File: src/hdl/hwp_consts.svh
// Constants for the host word-pair bus port: widths, reset values and pin packing.
`ifndef HWP_CONSTS_SVH
`define HWP_CONSTS_SVH

// Host address pins run from A1 up to this bit; A0 does not exist on a 16-bit bus.
`define HWP_ADDR_MSB 7
// Position of the word-half select line within the host address.
`define HWP_A1_BIT 1
// Lowest address bit of the doubleword index.
`define HWP_A2_BIT 2
// Host half-word and internal word widths.
`define HWP_HALF_W 16
`define HWP_WORD_W 32
// Number of interrupt sources that are gated onto the interrupt pin.
`define HWP_IRQ_W 8

// Packed pin vector: strobes on top, then mode selects, address and data.
`define HWP_PIN_W 28
`define HWP_PIN_CS 27
`define HWP_PIN_RD 26
`define HWP_PIN_WR 25
`define HWP_PIN_FIFO 24
`define HWP_PIN_END 23
`define HWP_PIN_ADDR_HI 22
`define HWP_PIN_ADDR_LO 16
`define HWP_PIN_DATA_HI 15

// Reset values: strobes read as deasserted, everything else as zero.
`define HWP_PIN_RST 28'hE000000
`define HWP_HALF_RST 16'h0000
`define HWP_WORD_RST 32'h00000000
`define HWP_IDX_RST 6'h00

`endif

File: src/hdl/hwp_pkg.sv
// Types and byte-order helpers shared by the host word-pair bus port modules.
package hwp_pkg;

    typedef logic [15:0] hwp_half_t;
    typedef logic [31:0] hwp_word_t;

    // Read-side sequencing of one host read strobe.
    typedef enum logic [1:0] {
        HWP_ST_IDLE = 2'b00,
        HWP_ST_FETCH = 2'b01,
        HWP_ST_DRIVE = 2'b10
    } hwp_state_t;

    // Reverses the four bytes of a word when big is set; the same swap maps both directions.
    function automatic hwp_word_t hwp_swap(input hwp_word_t w, input logic big);
        hwp_word_t r;
        r = big ? {w[7:0], w[15:8], w[23:16], w[31:24]} : w;
        return r;
    endfunction : hwp_swap

    // Picks the host-visible half of an internal word for a given A1 and order.
    function automatic hwp_half_t hwp_half(input hwp_word_t w, input logic a1, input logic big);
        hwp_word_t h;
        h = hwp_swap(w, big);
        return a1 ? h[31:16] : h[15:0];
    endfunction : hwp_half

endpackage : hwp_pkg

File: src/hdl/hwp_pair_if.sv
// Carrier between the bus port top and its word-pair tracker.
interface hwp_pair_if;
    import hwp_pkg::*;

    logic wr_ev;
    logic rd_ev;
    logic a1;
    logic wr_commit;
    logic wr_drop;
    logic rd_fetch;
    logic rd_repeat;

    // The top reports host half cycles; the tracker classifies them.
    modport port (output wr_ev, output rd_ev, output a1,
                  input wr_commit, input wr_drop, input rd_fetch, input rd_repeat);
    modport tracker (input wr_ev, input rd_ev, input a1,
                     output wr_commit, output wr_drop, output rd_fetch, output rd_repeat);
endinterface : hwp_pair_if

File: src/hdl/hwp_pair.sv
// Word-pair tracker: decides which host half cycles open, close or spoil a pair.
module hwp_pair
    import hwp_pkg::*;
(
    // Clock and reset
    input wire logic clk_sys,
    input wire logic rst_b,
    // Half-cycle events and their classification
    hwp_pair_if.tracker pif
);

    logic wr_pend_q;
    logic wr_half_q;
    logic rd_pend_q;
    logic rd_half_q;

    // Write pairing; reset empties the holding state so a new pair starts.
    always_ff @(posedge clk_sys or negedge rst_b)
    begin
        if (!rst_b)
        begin
            wr_pend_q <= 1'b0;
            wr_half_q <= 1'b0;
        end
        else if (pif.wr_ev)
        begin
            // The second write closes the pair whether it matches or not.
            wr_pend_q <= !wr_pend_q;
            wr_half_q <= pif.a1;
        end
    end

    // Read pairing; a repeated half drops tracking so the next read starts fresh.
    always_ff @(posedge clk_sys or negedge rst_b)
    begin
        if (!rst_b)
        begin
            rd_pend_q <= 1'b0;
            rd_half_q <= 1'b0;
        end
        else if (pif.rd_ev)
        begin
            rd_pend_q <= !rd_pend_q;
            rd_half_q <= pif.a1;
        end
    end

    // Classification is combinational so the top can act in the event cycle.
    always_comb
    begin
        pif.wr_commit = pif.wr_ev && wr_pend_q && (pif.a1 != wr_half_q);
        pif.wr_drop = pif.wr_ev && wr_pend_q && (pif.a1 == wr_half_q);
        pif.rd_fetch = pif.rd_ev && !rd_pend_q;
        pif.rd_repeat = pif.rd_ev && rd_pend_q && (pif.a1 == rd_half_q);
    end

endmodule : hwp_pair

File: src/hdl/hwp_port.sv
// Host word-pair bus port: 16-bit asynchronous host bus to 32-bit internal transfers.
// Function
// Host data is 16 bits; each 32-bit transfer takes two host half cycles.
// Host keeps the two halves atomic, nothing else in between.
// Host holds address and controls equal across halves, except A1.
// Host writes both halves within one doubleword, A2 and up unchanged.
// Write halves are accepted low first or high first.
// A second write to the same half discards the transfer.
// One internal 32-bit write follows only once both halves arrived.
// A 32-bit read is two reads of opposite halves in either order.
// A repeated same-half read clears read tracking; next read starts a pair.
// Host treats a repeated-half read value as invalid and re-reads.
// A lone 16-bit read returns valid data without the companion half.
// FIFO select high sends writes to transmit FIFO, reads from receive FIFO.
// Full address decoding is the default mapping mode.
// Byte order is chosen per access from the endian select input.
// Interrupt sources are observable, maskable, and enabled ones drive the pin.
// Endian select low is little endian, high is big endian.
// Internal words are little endian; bytes reorder by endian select and A1.
// After reset, host writes are ignored until one read has completed.
// Reset clears write holding and read tracking.
`include "hwp_consts.svh"

module hwp_port
    import hwp_pkg::*;
(
    // Clock and reset
    input wire logic clk_sys,
    input wire logic rst_b,
    // Host bus pins
    input wire logic host_cs_b,
    input wire logic host_rd_b,
    input wire logic host_wr_b,
    input wire logic [`HWP_ADDR_MSB:`HWP_A1_BIT] host_addr,
    input wire logic [`HWP_HALF_W-1:0] host_data_in,
    output logic [`HWP_HALF_W-1:0] host_data_out,
    output logic host_data_oe_b,
    input wire logic host_fifo_sel,
    input wire logic host_end_sel,
    output logic host_irq,
    // Internal register path
    output logic [`HWP_ADDR_MSB:`HWP_A2_BIT] reg_addr,
    output logic reg_wr,
    output logic reg_rd,
    output logic [`HWP_WORD_W-1:0] reg_wdata,
    input wire logic [`HWP_WORD_W-1:0] reg_rdata,
    // Host MAC data FIFOs
    output logic tx_push,
    output logic [`HWP_WORD_W-1:0] tx_data,
    output logic rx_pop,
    input wire logic [`HWP_WORD_W-1:0] rx_data,
    // Interrupt sources and their enables
    input wire logic [`HWP_IRQ_W-1:0] irq_status,
    input wire logic [`HWP_IRQ_W-1:0] irq_enable
);

    // Pin synchroniser stages.
    logic [`HWP_PIN_W-1:0] pin_meta_q, pin_q;

    // Strobe history and write capture.
    logic rd_act_q, wr_act_q, armed_q, seen_read_q;
    logic wfifo_cap_q, wend_cap_q;
    logic [`HWP_ADDR_MSB:`HWP_A1_BIT] waddr_cap_q;
    hwp_half_t wdata_cap_q;
    hwp_word_t hold_q, merged;

    // Read context.
    hwp_state_t state_q;
    logic rd_a1_q, rd_end_sel_q, rd_fifo_q;
    hwp_word_t rword_q;

    // Output flops.
    logic data_oe_b_q, irq_q, reg_wr_q, reg_rd_q, tx_push_q, rx_pop_q;
    logic [`HWP_ADDR_MSB:`HWP_A2_BIT] reg_addr_q;
    hwp_half_t data_out_q;
    hwp_word_t reg_wdata_q, tx_data_q;

    hwp_pair_if pair_if ();

    // Every host pin is asynchronous to clk_sys, so all pass two flops first.
    always_ff @(posedge clk_sys or negedge rst_b)
    begin
        if (!rst_b)
        begin
            pin_meta_q <= `HWP_PIN_RST;
            pin_q <= `HWP_PIN_RST;
        end
        else
        begin
            pin_meta_q <= {host_cs_b, host_rd_b, host_wr_b, host_fifo_sel, host_end_sel,
                           host_addr, host_data_in};
            pin_q <= pin_meta_q;
        end
    end

    // Unpack the second stage only; nothing looks at the first.
    wire logic s_cs_b = pin_q[`HWP_PIN_CS];
    wire logic s_rd_b = pin_q[`HWP_PIN_RD];
    wire logic s_wr_b = pin_q[`HWP_PIN_WR];
    wire logic s_fifo = pin_q[`HWP_PIN_FIFO];
    wire logic s_end = pin_q[`HWP_PIN_END];
    wire logic [`HWP_ADDR_MSB:`HWP_A1_BIT] s_addr = pin_q[`HWP_PIN_ADDR_HI:`HWP_PIN_ADDR_LO];
    wire logic [`HWP_HALF_W-1:0] s_data = pin_q[`HWP_PIN_DATA_HI:0];

    // A cycle is either chip select or strobe controlled; both must be low.
    wire logic rd_act = !s_cs_b && !s_rd_b;
    wire logic wr_act = !s_cs_b && !s_wr_b;
    wire logic rd_go = rd_act && !rd_act_q && armed_q;
    wire logic rd_end = !rd_act && rd_act_q;
    wire logic wr_end = !wr_act && wr_act_q;

    // Strobe history; arming needs an idle read strobe, which pin_q shows from reset, so a read cut by reset is taken as a new read.
    always_ff @(posedge clk_sys or negedge rst_b)
    begin
        if (!rst_b)
        begin
            rd_act_q <= 1'b0;
            wr_act_q <= 1'b0;
            armed_q <= 1'b0;
        end
        else
        begin
            rd_act_q <= rd_act;
            wr_act_q <= wr_act;
            armed_q <= armed_q || !rd_act;
        end
    end

    // While the write strobe is low, keep the latest data and controls for the trailing edge.
    always_ff @(posedge clk_sys or negedge rst_b)
    begin
        if (!rst_b)
        begin
            wdata_cap_q <= `HWP_HALF_RST;
            waddr_cap_q <= {`HWP_IDX_RST, 1'b0};
            wfifo_cap_q <= 1'b0;
            wend_cap_q <= 1'b0;
        end
        else if (wr_act)
        begin
            wdata_cap_q <= s_data;
            waddr_cap_q <= s_addr;
            wfifo_cap_q <= s_fifo;
            wend_cap_q <= s_end;
        end
    end

    // Writes before the first completed read after reset never reach the tracker.
    wire logic wr_ev = wr_end && seen_read_q;

    // Reads and writes cannot overlap on a legal bus, so the read side wins A1.
    assign pair_if.wr_ev = wr_ev;
    assign pair_if.rd_ev = rd_go;
    assign pair_if.a1 = rd_go ? s_addr[`HWP_A1_BIT] : waddr_cap_q[`HWP_A1_BIT];

    hwp_pair u_pair (
        .clk_sys(clk_sys),
        .rst_b(rst_b),
        .pif(pair_if.tracker)
    );

    // Place the incoming half into its host-view lane selected by A1.
    always_comb
    begin
        merged = hold_q;
        if (waddr_cap_q[`HWP_A1_BIT])
        begin
            merged[31:16] = wdata_cap_q;
        end
        else
        begin
            merged[15:0] = wdata_cap_q;
        end
    end

    // Host-view holding word for the pending write half.
    always_ff @(posedge clk_sys or negedge rst_b)
    begin
        if (!rst_b)
        begin
            hold_q <= `HWP_WORD_RST;
        end
        else if (wr_ev)
        begin
            hold_q <= merged;
        end
    end

    // A completed read cycle opens the write path for the rest of operation.
    always_ff @(posedge clk_sys or negedge rst_b)
    begin
        if (!rst_b)
        begin
            seen_read_q <= 1'b0;
        end
        else if (rd_end && armed_q)
        begin
            seen_read_q <= 1'b1;
        end
    end

    // Read sequencing: fetch a whole word on the first half, then drive halves.
    // Fetching on the first half is what lets a lone 16-bit read return good data.
    always_ff @(posedge clk_sys or negedge rst_b)
    begin
        if (!rst_b)
        begin
            state_q <= HWP_ST_IDLE;
            rd_a1_q <= 1'b0;
            rd_end_sel_q <= 1'b0;
            rd_fifo_q <= 1'b0;
            rword_q <= `HWP_WORD_RST;
        end
        else
        begin
            case (state_q)
                HWP_ST_IDLE:
                begin
                    if (rd_go)
                    begin
                        rd_a1_q <= s_addr[`HWP_A1_BIT];
                        rd_end_sel_q <= s_end;
                        rd_fifo_q <= s_fifo;
                        // A repeated half serves the stale word; software re-reads.
                        state_q <= pair_if.rd_fetch ? HWP_ST_FETCH : HWP_ST_DRIVE;
                    end
                end
                HWP_ST_FETCH:
                begin
                    rword_q <= rd_fifo_q ? rx_data : reg_rdata;
                    state_q <= rd_end ? HWP_ST_IDLE : HWP_ST_DRIVE;
                end
                HWP_ST_DRIVE:
                begin
                    state_q <= rd_end ? HWP_ST_IDLE : HWP_ST_DRIVE;
                end
                default:
                begin
                    state_q <= HWP_ST_IDLE;
                end
            endcase
        end
    end

    // Host data pins: driven only while the read strobe is seen active.
    always_ff @(posedge clk_sys or negedge rst_b)
    begin
        if (!rst_b)
        begin
            data_out_q <= `HWP_HALF_RST;
            data_oe_b_q <= 1'b1;
        end
        else if (state_q == HWP_ST_DRIVE && !rd_end)
        begin
            data_out_q <= hwp_half(rword_q, rd_a1_q, rd_end_sel_q);
            data_oe_b_q <= 1'b0;
        end
        else
        begin
            data_oe_b_q <= 1'b1;
        end
    end

    // Internal requests: one-cycle pulses, with address and data held after.
    always_ff @(posedge clk_sys or negedge rst_b)
    begin
        if (!rst_b)
        begin
            reg_addr_q <= `HWP_IDX_RST;
            reg_wr_q <= 1'b0;
            reg_rd_q <= 1'b0;
            reg_wdata_q <= `HWP_WORD_RST;
            tx_push_q <= 1'b0;
            tx_data_q <= `HWP_WORD_RST;
            rx_pop_q <= 1'b0;
        end
        else
        begin
            reg_wr_q <= 1'b0;
            reg_rd_q <= 1'b0;
            tx_push_q <= 1'b0;
            rx_pop_q <= 1'b0;
            if (rd_go && pair_if.rd_fetch && state_q == HWP_ST_IDLE)
            begin
                // FIFO select overrides the address entirely.
                if (s_fifo)
                begin
                    rx_pop_q <= 1'b1;
                end
                else
                begin
                    reg_rd_q <= 1'b1;
                    reg_addr_q <= s_addr[`HWP_ADDR_MSB:`HWP_A2_BIT];
                end
            end
            else if (pair_if.wr_commit)
            begin
                if (wfifo_cap_q)
                begin
                    tx_push_q <= 1'b1;
                    tx_data_q <= hwp_swap(merged, wend_cap_q);
                end
                else
                begin
                    reg_wr_q <= 1'b1;
                    reg_addr_q <= waddr_cap_q[`HWP_ADDR_MSB:`HWP_A2_BIT];
                    reg_wdata_q <= hwp_swap(merged, wend_cap_q);
                end
            end
        end
    end

    // Sources are observed upstream and masked here by irq_enable; only enabled ones reach the pin.
    always_ff @(posedge clk_sys or negedge rst_b)
    begin
        if (!rst_b)
        begin
            irq_q <= 1'b0;
        end
        else
        begin
            irq_q <= |(irq_status & irq_enable);
        end
    end

    // Every output comes straight from a flop.
    assign host_data_out = data_out_q;
    assign host_data_oe_b = data_oe_b_q;
    assign host_irq = irq_q;
    assign reg_addr = reg_addr_q;
    assign reg_wr = reg_wr_q;
    assign reg_rd = reg_rd_q;
    assign reg_wdata = reg_wdata_q;
    assign tx_push = tx_push_q;
    assign tx_data = tx_data_q;
    assign rx_pop = rx_pop_q;

endmodule : hwp_port

File: config.mk
export PLATFORM = sky130hd
export DESIGN_NAME = hwp_port
export DESIGN_NICKNAME = d
export VERILOG_FILES = /design/src/hdl/hwp_pkg.sv /design/src/hdl/hwp_pair_if.sv /design/src/hdl/hwp_pair.sv /design/src/hdl/hwp_port.sv
export VERILOG_INCLUDE_DIRS = /design/src /design/src/hdl
export SDC_FILE = /design/constraint.sdc
export NUM_CORES = 1
export LEC_CHECK = 0
export ABC_AREA = 1
export BUFFER_PORTS_ARGS = -buffer_cell sky130_fd_sc_hd__clkbuf_2
export CAP_MARGIN = 10
export CORE_MARGIN = 5
export CORE_UTILIZATION = 46
export CTS_CLUSTER_SIZE = 24
export DETAILED_ROUTE_END_ITERATION = 16
export GPL_ROUTABILITY_DRIVEN = 0
export PLACE_DENSITY = 0.68
export SKIP_LAST_GASP = 1
export SLEW_MARGIN = 20
export SYNTH_ARGS = -nofsm -noshare
export SYNTH_HDL_FRONTEND = slang
export SYNTH_SLANG_ARGS = --single-unit
File: constraint.sdc
create_clock -name clk_sys -period 3.7 [get_ports clk_sys]
set_clock_uncertainty 0.15 [all_clocks]
set_input_delay 0.74 -clock clk_sys [delete_from_list [all_inputs] [get_ports clk_sys]]
set_output_delay 0.74 -clock clk_sys [all_outputs]
set_load 0.02 [all_outputs]
==> results of run 1 <==
==> synth_stat cells (all sizes together), types with 2 or more instances <==
cell type and instances:
a21oi 35, a221oi 2, a22o 2, a31oi 32, buf 27, clkbuf 38
dfrtp 242, dfstp 7, ha 4, inv 61, mux2 16, nand2 233
nand3 13, nor2 53, o21ai 231, o22ai 16, xor2 2
==> flip-flops by register name, summed over array words and instances, names as in the netlist, 6 cells and up <==
register,flops
hold_q,32
reg_wdata,32
rword_q,32
tx_data,32
pin_meta_q,28
pin_q,28
host_data_out,16
wdata_cap_q,16
waddr_cap_q,7
reg_addr,6
==> critical path, delay by kind of cell (launching register included) <==
family,cells,cell delay (ps)
buffers and inverters,3,730
DFF,1,400
adders and majority gates,1,230
and+or+nand+nor,6,880
==> cells by family after synthesis <==
kind of cell               Yosys count  share of synthesized area (%)
xor gates and xnor gates             2                          0.173
muxes                               16                           1.78
buffers and inverters              127                           5.78
AOI/OAI and AO/OA                  319                           17.4
and+or+nand+nor                    302                           12.7
DFF                                249                           61.6
adders and majority gates            4                          0.494
==> power by group <==
| part | internal [W] | switching [W] | total (W) |
|---|---|---|---|
| logic | 0.00102 | 0.00194 | 0.00296 |
| clock network | 0.00166 | 0.00104 | 0.00271 |
| registers | 0.00351 | 0.000522 | 0.00404 |
==> how the worst max path moves through the flow <==
stage / from / end / slack [ps]
2_1_floorplan: pin_q[27]$_DFF_PN1_ / tx_data[10]$_DFFE_PN0P_ / 1950
3_3_place_gp: pin_q[27]$_DFF_PN1_ / tx_data[3]$_DFFE_PN0P_ / 1280
3_5_place_dp: pin_q[27]$_DFF_PN1_ / tx_data[2]$_DFFE_PN0P_ / 1240
4_1_cts: state_q[0]$_DFFE_PN0P_ / reg_addr[2]$_DFFE_PN0P_ / 1190
5_1_grt: state_q[0]$_DFFE_PN0P_ / reg_addr[2]$_DFFE_PN0P_ / 880
6_report: state_q[1]$_DFFE_PN0P_ / reg_addr[2]$_DFFE_PN0P_ / 1140
==> cell type report <==
class	count	area, um2	share of cell area, %
tap	280	350	2.88
inverter	62	233	1.91
sequential	249	6240	51.3
clock buffer	39	779	6.41
timing repair buffer	210	1110	9.14
multi-input combinational	643	3310	27.2
clock inverter	9	134	1.10
==> metal layers <==
metal | up-vias | global-route usage (%)
met2 | 237 | 27.6
met3 | 33 | 3.86
met5 | - | 0
li1 | 3753 | -
met1 | 3517 | 28.3
met4 | 0 | 4.31
==> stage by stage <==
stage                     cells  hold WS [ps]
after floorplan            1019           181
after global placement     1443           182
after detailed placement   1443           185
after CTS                  1492           130
after global routing       1492           132
final                      1492           149
==> repair_timing <==
item / CTS / global route
setup endpoints to repair: 0 / 0
hold buffers: 1 / 0
hold endpoints to repair: 49 / 0
gates resized for setup: 0 / 0
==> results summary, run 1 <==
The run finished with clean final reports. The area growth from synthesis to layout is 20.1%. The CTS clock-pin slew for the worst setup and hold paths came out at 60 ps. The TritonCTS clock tree is yes.

Setup repair after global routing left no endpoint under its margin. CTS placed an instance of sky130_fd_sc_hd__clkbuf_16 at the clock tree root. The synthesized design contains 249 register bits. The routed layout has 7540 vias.

The area share of the leading cell type in the synthesized netlist came out at 59.8%. The tree built by TritonCTS fans out to 249 sinks. The synthesis warning total is 0.

The initial cell density of the core is 46.5%. The count of final hold-check violations came to 0. In the detailed route, the total length drawn on met3 is 1710 um.

The count of input and output buffers is 201. Data on the critical path arrives at its endpoint at 2820 ps. The clock period minus final worst setup slack is 2560 ps.

The netlist area before placement came out at 0.0101 mm2. The worst-case IR drop observed on VDD is 0.417 mV. The worst setup path is of the reg -> reg kind. Along the worst path, the maximum fanout reaches 72. The first global-routing pass estimated 37900 um of wire. The fraction of the core area covered by cells at the end of the flow came out at 55.9%. The most common library cell in the layout ignoring fill and taps is sky130_fd_sc_hd__dfrtp_1. For this run, design rule violations remaining after detail routing come to 0.

The via count of the first global-routing pass came out at 7303. The part of the cycle the worst path needs came out at 69.2%. The number of nets still failing antenna checks after routing is 0. The buffer levels on the longest clock path came out at 3. The height of the die came out at 158 um. The max-capacitance violation count came out at 0.

The share of flip-flops with an asynchronous set or reset came out at 100%. The endpoint of the lowest-slack register-to-register path is reg_addr[2]$_DFFE_PN0P_. The worst setup path is launched from a register. The number of setup buffers added after CTS is 0. The upper clock frequency limit came out at 390 MHz. The sum of met2 wire segment lengths after detailed routing is 9900 um.

The path with the worst hold slack has its endpoint at pin_meta_q[27]$_DFF_PN1_. The overall overflow remaining after global route is 0. The detailed-route wire length per cell is 15.6 um. The core region is 0.0218 mm2. The class of the tightest hold or removal check is in -> reg. Of the cells placed in the final design, the portion with a size suffix greater than 1 is 27.4%.

The die outline area came out at 0.0251 mm2. The placed wire-length estimate after detailed placement is 15900 um. The flop-to-flop setup slack came out at 1140 ps.

The instance area at placement is 0.0112 mm2. The total routed wire length on the met1 layer is 11200 um. After the last flow step, the layout net total stands at 1306. The number of slew-limit violations in the final report is 0. The initial antenna violation count came out at 0. The width of the chip is 158 um.

Entering global routing, the biggest net connects 106 pins. The count of mapped cells out of synthesis came out at 1019. The power per cell area came out at 798 mW/mm2. The number of fill cells in the layout came out at 1952. The uppermost metal layer occupied by signal nets is met4. At the pin with the least slew margin, the transition time is 1010 ps. The count of different cell masters after synthesis is 35. The number of DRC markers after the initial detailed-route iteration came out at 645. The maximum cell stage delay along the critical path is 550 ps. The required time at the endpoint of the critical path is 3960 ps. The cell type with the highest aggregate area in the netlist is sky130_fd_sc_hd__dfrtp_1. CTS built an H-tree with a depth of 1. The overall routed net length came out at 23200 um. The reported leakage power came out at 5.89 nW.

The worst setup path is captured at a register. The worst register-to-register path begins at state_q[1]$_DFFE_PN0P_. Along the worst hold path, the cell count comes to 1. The total power of the final layout came out at 0.00970 W. Traced cell by cell, the critical path runs through inv_1 -> ha_1 -> nand4_2 -> nand2_1 -> inv_1 -> nand3_2 -> buf_4 -> nand2_1 -> nand2_1 -> nand2_1. The cell area after layout is 0.0122 mm2.

After synthesis, the mean cell area works out to 9.94 um2. The worst slack after detailed placement came out at 1240 ps. The worst slew margin relative to its limit came out at 32.5%.

The start point of the worst hold path is host_cs_b. The part of the Yosys area used for sequential elements is 61.6%. The count of flip-flops with a built-in enable after synthesis came out at 0. The top-level I/O count came out at 202. The depth of the worst register-to-register path is 10. The global-route total usage across every layer came out at 18.6%. The largest individual stage delay along the critical path comes from the cell sky130_fd_sc_hd__buf_4. The sum of negative setup slack came out at 0 ps. The net count after synthesis is 1133. The CTS buffer count came out at 26.

The main flop type after synthesis is sky130_fd_sc_hd__dfrtp_1. The insertion delay to the later sink of the worst-skew pair came out at 530 ps. The library cells used most frequently in the layout, excluding fill and tap cells, are sky130_fd_sc_hd__dfrtp_1, sky130_fd_sc_hd__nand2_1, sky130_fd_sc_hd__clkbuf_2. The number of antenna diodes in the final layout is 0. Ranked by total cell area, the synthesized netlist is headed by sky130_fd_sc_hd__dfrtp_1, sky130_fd_sc_hd__o21ai_0, sky130_fd_sc_hd__nand2_1, sky130_fd_sc_hd__inv_1, sky130_fd_sc_hd__o21ai_2. The setup-violating endpoint count in the final report is 0.

The worst-case setup margin in the final layout is 1140 ps. The number of iterations in the first detailed-routing pass is 5. The detail-routed via count per cell came out at 5.05. The count of standard-cell rows is 54. The cell that appears most often on the critical path is sky130_fd_sc_hd__nand2_1.
No activity file was read; power rests on OpenSTA's default activity.
==> run 2: changes to the inputs <==
--- a/config.mk
+++ b/config.mk
@@ -14,7 +14,7 @@
 export CTS_CLUSTER_SIZE = 24
 export DETAILED_ROUTE_END_ITERATION = 16
 export GPL_ROUTABILITY_DRIVEN = 0
-export PLACE_DENSITY = 0.68
+export PLACE_DENSITY = 0.7
 export SKIP_LAST_GASP = 1
 export SLEW_MARGIN = 20
 export SYNTH_ARGS = -nofsm -noshare
==> constraint.sdc (replaced) <==
create_clock -name clk_sys -period 2.1 [get_ports clk_sys]
set_clock_uncertainty 0.15 [all_clocks]
set_input_delay 0.42 -clock clk_sys [delete_from_list [all_inputs] [get_ports clk_sys]]
set_output_delay 0.42 -clock clk_sys [all_outputs]
set_load 0.02 [all_outputs]
==> run 2 against run 1 <==
Net effect:
- critical path depth fell by 5
- total power rose by 80%
- highest routed layer unchanged
- non-clock buffer count rose by 87
- clock-buffer cell count did not move
==> results summary, run 2 (synthesized netlist as in run 1, its figures left out) <==
Grouping stages by cell kind, the critical path spends the most delay in buffers and inverters. The endpoint of the lowest-slack register-to-register path is rword_q[13]$_DFFE_PN0N_. The launch instance of the worst register-to-register path is state_q[1]$_DFFE_PN0P_. STA classifies the critical path startpoint as a register. Clock-pin slew was measured on the worst setup and hold paths at 60 ps. The wire length of the first global-routing pass is 39800 um.

The height of the die is 158 um. Dividing total power by cell area gives a power density of 1330 mW/mm2. The maximum cell stage delay along the critical path is 560 ps. The critical path in this run is classified as reg -> reg. The clock tree root buffer cell is sky130_fd_sc_hd__clkbuf_16. Cells fill 60.2% of the core in the end. The highest net fanout along the worst path is 19. The overall overflow remaining after global route is 0. For this design, the slowest cell found on the critical path is sky130_fd_sc_hd__dlygate4sd3_1.

Entering global routing, the biggest net connects 81 pins. The CTS buffer count came out at 26. The number of nets still failing antenna checks after routing is 0. The depth of the worst register-to-register path is 5. The repair_antennas step left the layout with diodes totalling 0. The width of the chip is 158 um. The run finished with clean final reports.

The end of the critical path is rword_q[13]$_DFFE_PN0N_. The count of nets after finishing is 1393. The worst hold path belongs to the class in -> reg. The worst setup path is captured at a register.

The number of slew-limit violations in the final report is 0. The initial cell density of the core is 46.5%. The worst voltage drop across the vdd grid is 0.643 mV. The worst slew margin relative to its limit came out at 59.7%. The number of iterations in the first detailed-routing pass is 5.

The share of layout cells above drive strength 1 came out at 27.2%. The top-level I/O count came out at 202. The via count is 8063. The total power of the final layout came out at 0.0174 W. The via count of the first global-routing pass is 7773. The first routing iteration left 486 violations. The non-filler instance count after layout is 1579. The insertion delay to the later sink of the worst-skew pair is 510 ps. The clock sink total came out at 249. The number of setup buffers added after CTS is 0. Static timing analysis puts the maximum clock frequency at 519 MHz. Counting buffers and inverters, the worst setup path is 5 cells deep. In the layout the commonest cells are sky130_fd_sc_hd__dfrtp_1, sky130_fd_sc_hd__nand2_1, sky130_fd_sc_hd__clkbuf_2.

The reported leakage power came out at 6.32 nW. The library cell used most frequently in the layout, excluding fill and tap cells, is sky130_fd_sc_hd__dfrtp_1. The initial antenna violation count is 0.

Setup violations remaining at the end of the flow were counted as 0. The overall routed net length is 24700 um. The area growth from synthesis to layout is 29.3%. The critical path contains buffers and inverters numbering 2 combined. The critical path starts at state_q[1]$_DFFE_PN0P_.

After layout, the worst path uses 91.7% of the clock period. The sum of negative setup slack is 0 ps. The buffer levels on the longest clock path is 3. The detailed-route wire length per cell came out at 15.7 um.

Dividing the detail-routed via count by the number of cells gives 5.11. Max-cap violations in this run came to 0. The count of input and output buffers is 201. Detailed placement finished with a half-perimeter wire length of 16300 um. The number of placed instances, taps included is 1461. The count of final hold-check violations is 0. The die outline area came out at 0.0251 mm2. At the pin with the least slew margin, the transition time is 604 ps. Setup repair after global routing left no endpoint under its margin. The TritonCTS clock tree is yes. Traced cell by cell, the critical path runs through inv_1 -> ha_2 -> nor2_1 -> a31oi_1 -> dlygate4sd3_1. STA puts the critical path data arrival time at 2230 ps. The area of the core is 0.0218 mm2. The required time at the endpoint of the critical path came out at 2400 ps.

The clock period minus final worst setup slack is 1930 ps. In this run the number of H-tree levels came out at 1. In the routed design, unresolved DRC markers number 0.

In the global route stage, overall resource usage came out at 19.4%. The flop-to-flop setup slack is 170 ps. The floorplan has 54 rows.
==> run 2: changes by cell type in the layout (fill, tap and decap cells not counted), moves of 2 or more <==
cell and change:
sky130_fd_sc_hd__buf_12 +7, sky130_fd_sc_hd__buf_4 +11, sky130_fd_sc_hd__clkbuf_16 +2, sky130_fd_sc_hd__clkinv_2 +2, sky130_fd_sc_hd__dlygate4sd3_1 +68
==> run 2: how the worst min path moves through the flow <==
stage / startpoint / to / slack (ps) / cells past startpoint
after global placement: rst_b / reg_wdata[15]$_DFFE_PN0P_ / 120 / 1
final: rx_data[21] / rword_q[21]$_DFFE_PN0N_ / 20 / 3
after detailed placement: rst_b / tx_data[16]$_DFFE_PN0P_ / 120 / 1
after floorplan: rst_b / armed_q$_DFF_PN0_ / -30 / 0
after global routing: rx_data[21] / rword_q[21]$_DFFE_PN0N_ / 20 / 3
after CTS: rx_data[21] / rword_q[21]$_DFFE_PN0N_ / 2 / 3
==> run 2: timing repair <==
| item | 4_1_cts | 5_1_grt |
|---|---|---|
| endpoints found under the hold margin | 294 | 0 |
| hold buffers | 69 | 0 |
| endpoints found under the setup margin | 0 | 6 |
| resized for setup | 0 | 1 |
==> run 2: routing by layer <==
metal / vias to the layer above / GRT usage (%) / share of wire [%]
met5: - / 0 / 0
met3: 43 / 3.23 / 7.0
met4: 0 / 5.56 / 2.4
li1: 3935 / - / -
met1: 3779 / 29.2 / 47
met2: 306 / 29.4 / 44
==> run 2: final cells by class <==
class	instances	area [um2]
Clock buffer	39	801
Clock inverter	9	120
Fill cell	1823	8670
Inverter	62	233
Multi-Input combinational cell	643	3300
Sequential cell	249	6240
Tap cell	280	350
Timing Repair Buffer	297	2040
==> run 2: power by group <==
| part | internal, W | switching [W] |
|---|---|---|
| Clock | 0.00299 | 0.00182 |
| Sequential | 0.00619 | 0.000826 |
| Combinational | 0.00200 | 0.00362 |
==> run 2: metrics by stage <==
| step | setup slack (ps) | hold WS [ps] | cell area, um2 |
|---|---|---|---|
| 2_1_floorplan | 353 | -25.6 | 10100 |
| 3_3_place_gp | 156 | 120 | 11400 |
| 3_5_place_dp | 105 | 123 | 11400 |
| 4_1_cts | 76.1 | 1.52 | 13100 |
| 5_1_grt | 67.9 | 23.8 | 13100 |
| 6_report | 174 | 23.4 | 13100 |
==> run 2: tightest hold or removal path, delay by kind of cell <==
family	cells	cell delay (ps)
compound gates	1	100
buf+inv	1	80
simple gates	1	30
==> run 3: changes to the inputs <==
--- a/config.mk
+++ b/config.mk
@@ -19,4 +19,5 @@
 export SLEW_MARGIN = 20
 export SYNTH_ARGS = -nofsm -noshare
 export SYNTH_HDL_FRONTEND = slang
+export SYNTH_HIERARCHICAL = 1
 export SYNTH_SLANG_ARGS = --single-unit
==> run 3 against run 2 <==
Net effect:
- sequential power is 1% higher
- hold slack worse by 3.9 ps
- final area is 1.5% higher
- maximum frequency is 12% lower
- area after synthesis is 0.38% higher
- critical path type unchanged
- final cell count is 1.6% higher
- routed wire length is 9.8% higher
- via count is 5.8% higher
- first-iteration DRC count is 34% higher
- combinational power is 5.0% higher
- global-route usage is 0.83 points higher
- core utilization is 0.72 points higher
- the run now ends with setup timing left
==> results summary, run 3 <==
The initial cell density of the core came out at 46.6%. The count of input and output buffers came out at 201. The count of H-tree levels built during CTS came out at 1.

The number of fill cells in the layout came out at 1832. The fraction of met2 tracks used by global routing is 31.9%. The global-route total usage across every layer is 20.3%.

After detailed routing, the average wire length per cell comes to 16.9 um. Once detailed placement completed, the half-perimeter wirelength came to 17000 um. The count of nets left with antenna violations once routing finished came out at 0. The number of iterations in the first detailed-routing pass is 5. The checks that failed: setup timing. The type of destination of the critical path is a register. The final layout contains 1420 nets.

The number of placed instances, taps included, is 1514. By startpoint and endpoint, the worst setup path is classified as reg -> reg. The die outline area is 0.0252 mm2. The max-capacitance violation count is 0.

The count of mapped cells out of synthesis came out at 1069. The count of antenna diodes in the layout came out at 0. The met3 track utilization from global routing is 2.72%. The worst-case setup margin in the final layout came out at -84.5 ps. The synthesis warning total came out at 6. The area of the core is 0.0218 mm2. The CTS buffer count is 25. The global routing met1 resource utilization is 29.5%. The detailed router placed 8527 vias in this run.

The netlist area before placement is 0.0102 mm2. In the finished design, the share of the clock period the worst path needs comes to 104%. The buffer levels on the longest clock path came out at 3.

Setup violations remaining at the end of the flow were counted as 23. The average cell area after synthesis is 9.51 um2. The first global-routing pass estimated 41000 um of wire. The class of the tightest hold or removal check is in -> reg.

The initial antenna violation count came to 0. The worst slack after detailed placement came out at -82.3 ps. The net count after synthesis is 1183.

The count of standard-cell rows is 54. After the first detailed-routing iteration, the DRC count stood at 649. The highest net fanout along the worst path came out at 16. The reported leakage power came out at 6.60 nW. The peak-usage layer in the global routing report is met2. The worst path arrival time is 2450 ps. From synthesis to final layout, the design area changed by 30.7%.

The worst voltage drop across the vdd grid is 0.628 mV. The overall routed net length came out at 27200 um. The clock net in this run drives a total of 249 sinks.

The overall overflow remaining after global route is 0. The power per cell area came out at 1350 mW/mm2. The clock tree root buffer cell is sky130_fd_sc_hd__clkbuf_16. The register cell area after layout came out at 0.00624 mm2. The height of the die came out at 159 um. The multi-input combinational cells in the finished layout cover a total of 0.00361 mm2. The maximum number of pins on one net before global-route repair came out at 68.

The CTS clock-pin slew for the worst setup and hold paths is 60 ps. For this run, the top clock speed supported by timing is 458 MHz. The worst setup path is launched from a register. The top-level I/O count came out at 202. The instance area at placement came out at 0.0115 mm2.

The post-detailed-route DRC marker count is 0. The number of slew-limit violations in the final report came out at 0. The via count of the first global-routing pass is 7903. The insertion delay to the later sink of the worst-skew pair is 520 ps.

The transition at the pin with the smallest max-transition slack is 664 ps. The count of final hold-check violations came out at 0. TritonCTS built the clock tree. The required time at the endpoint of the critical path came out at 2370 ps. The cell area after layout came out at 0.0133 mm2.

The top cell types in the final layout, fill and taps aside, are sky130_fd_sc_hd__nand2_1, sky130_fd_sc_hd__dfrtp_1, sky130_fd_sc_hd__clkbuf_2. The most common library cell in the layout ignoring fill and taps is sky130_fd_sc_hd__nand2_1. Setup repair after global routing could not meet its margin everywhere.

The non-filler instance count after layout is 1604. The detail-routed via count per cell came out at 5.32. The width of the chip is 159 um.

The run finished, with violations left. In the final layout, the share of cells above drive strength 1 is 28.2%. The worst slew margin relative to its limit is 55.7%. The clock period minus final worst setup slack is 2180 ps.
[run 3: per-layer routing]
metal,part of all wire (%),vias to the layer above,routed length [um]
li1,-,4065,-
met1,44,4102,12000
met2,46,296,12600
met3,6.1,64,1650
met4,3.4,0,928
met5,0,-,0
[run 3: per-stage QoR]
step	setup TNS, ps	utilization, %	hold WS, ps	power (W)
global route	-6920	60.9	24.7	0.0190
CTS	-89.0	58.8	0.0233	0.0177
finish	-629	60.9	19.5	0.0179
global placement	-1040	52.9	182	0.0125
floorplan	0	-	-25.6	0.0107
detailed placement	-1700	52.9	185	0.0127
[run 3: what timing repair did]
item                       CTS  global route
hold endpoints to repair    70             0
pin swaps                    0             6
gates cloned                 2            10
hold buffers                29             0
setup buffers                0             4
resized for setup            8            69
setup endpoints to repair   45            72
[run 3: area by class of cell]
type	count	area share (%)
flip-flops and latches	249	47.0
repair buffers	275	14.7
multi-input cells	702	27.2
well taps	280	2.64
inverters	53	1.52
clock inverters	9	1.31
clock buffers	36	5.70
[run 3: worst paths after layout]
path / start / endpoint / slack, ps / depth (start not counted)
max in group asynchronous: rst_b / hold_q[11]$_DFFE_PN0P_ / 890 / 3
min in group asynchronous: rst_b / host_data_out[8]$_DFFE_PN0P_ / 260 / 2
setup reg to reg: pin_q[27]$_DFF_PN1_ / reg_wdata[9]$_DFFE_PN0P_ / -80 / 13
setup / recovery: pin_q[27]$_DFF_PN1_ / reg_wdata[9]$_DFFE_PN0P_ / -80 / 13
hold reg to reg: pin_meta_q[18]$_DFF_PN0_ / pin_q[18]$_DFF_PN0_ / 200 / 0
hold / removal: rx_data[9] / rword_q[9]$_DFFE_PN0N_ / 20 / 3
[run 3: report_power, final]
part | internal [W] | switching (W)
sequential | 0.00621 | 0.000913
combinational | 0.00210 | 0.00379
clock | 0.00311 | 0.00182
total | 0.0114 | 0.00652
[run 3: critical path, cell delays in order, from the launching register on]
cell	delay, ps
sky130_fd_sc_hd__dfstp_2	540
sky130_fd_sc_hd__nor2_2	50
sky130_fd_sc_hd__nand2_1	90
sky130_fd_sc_hd__inv_2	70
sky130_fd_sc_hd__o21ai_4	170
sky130_fd_sc_hd__inv_2	40
sky130_fd_sc_hd__nand2_1	50
sky130_fd_sc_hd__nand2_1	50
sky130_fd_sc_hd__nor2_2	120
sky130_fd_sc_hd__inv_2	60
sky130_fd_sc_hd__nor2_4	150
sky130_fd_sc_hd__nand2_8	140
sky130_fd_sc_hd__clkbuf_16	210
sky130_fd_sc_hd__o21ai_0	200
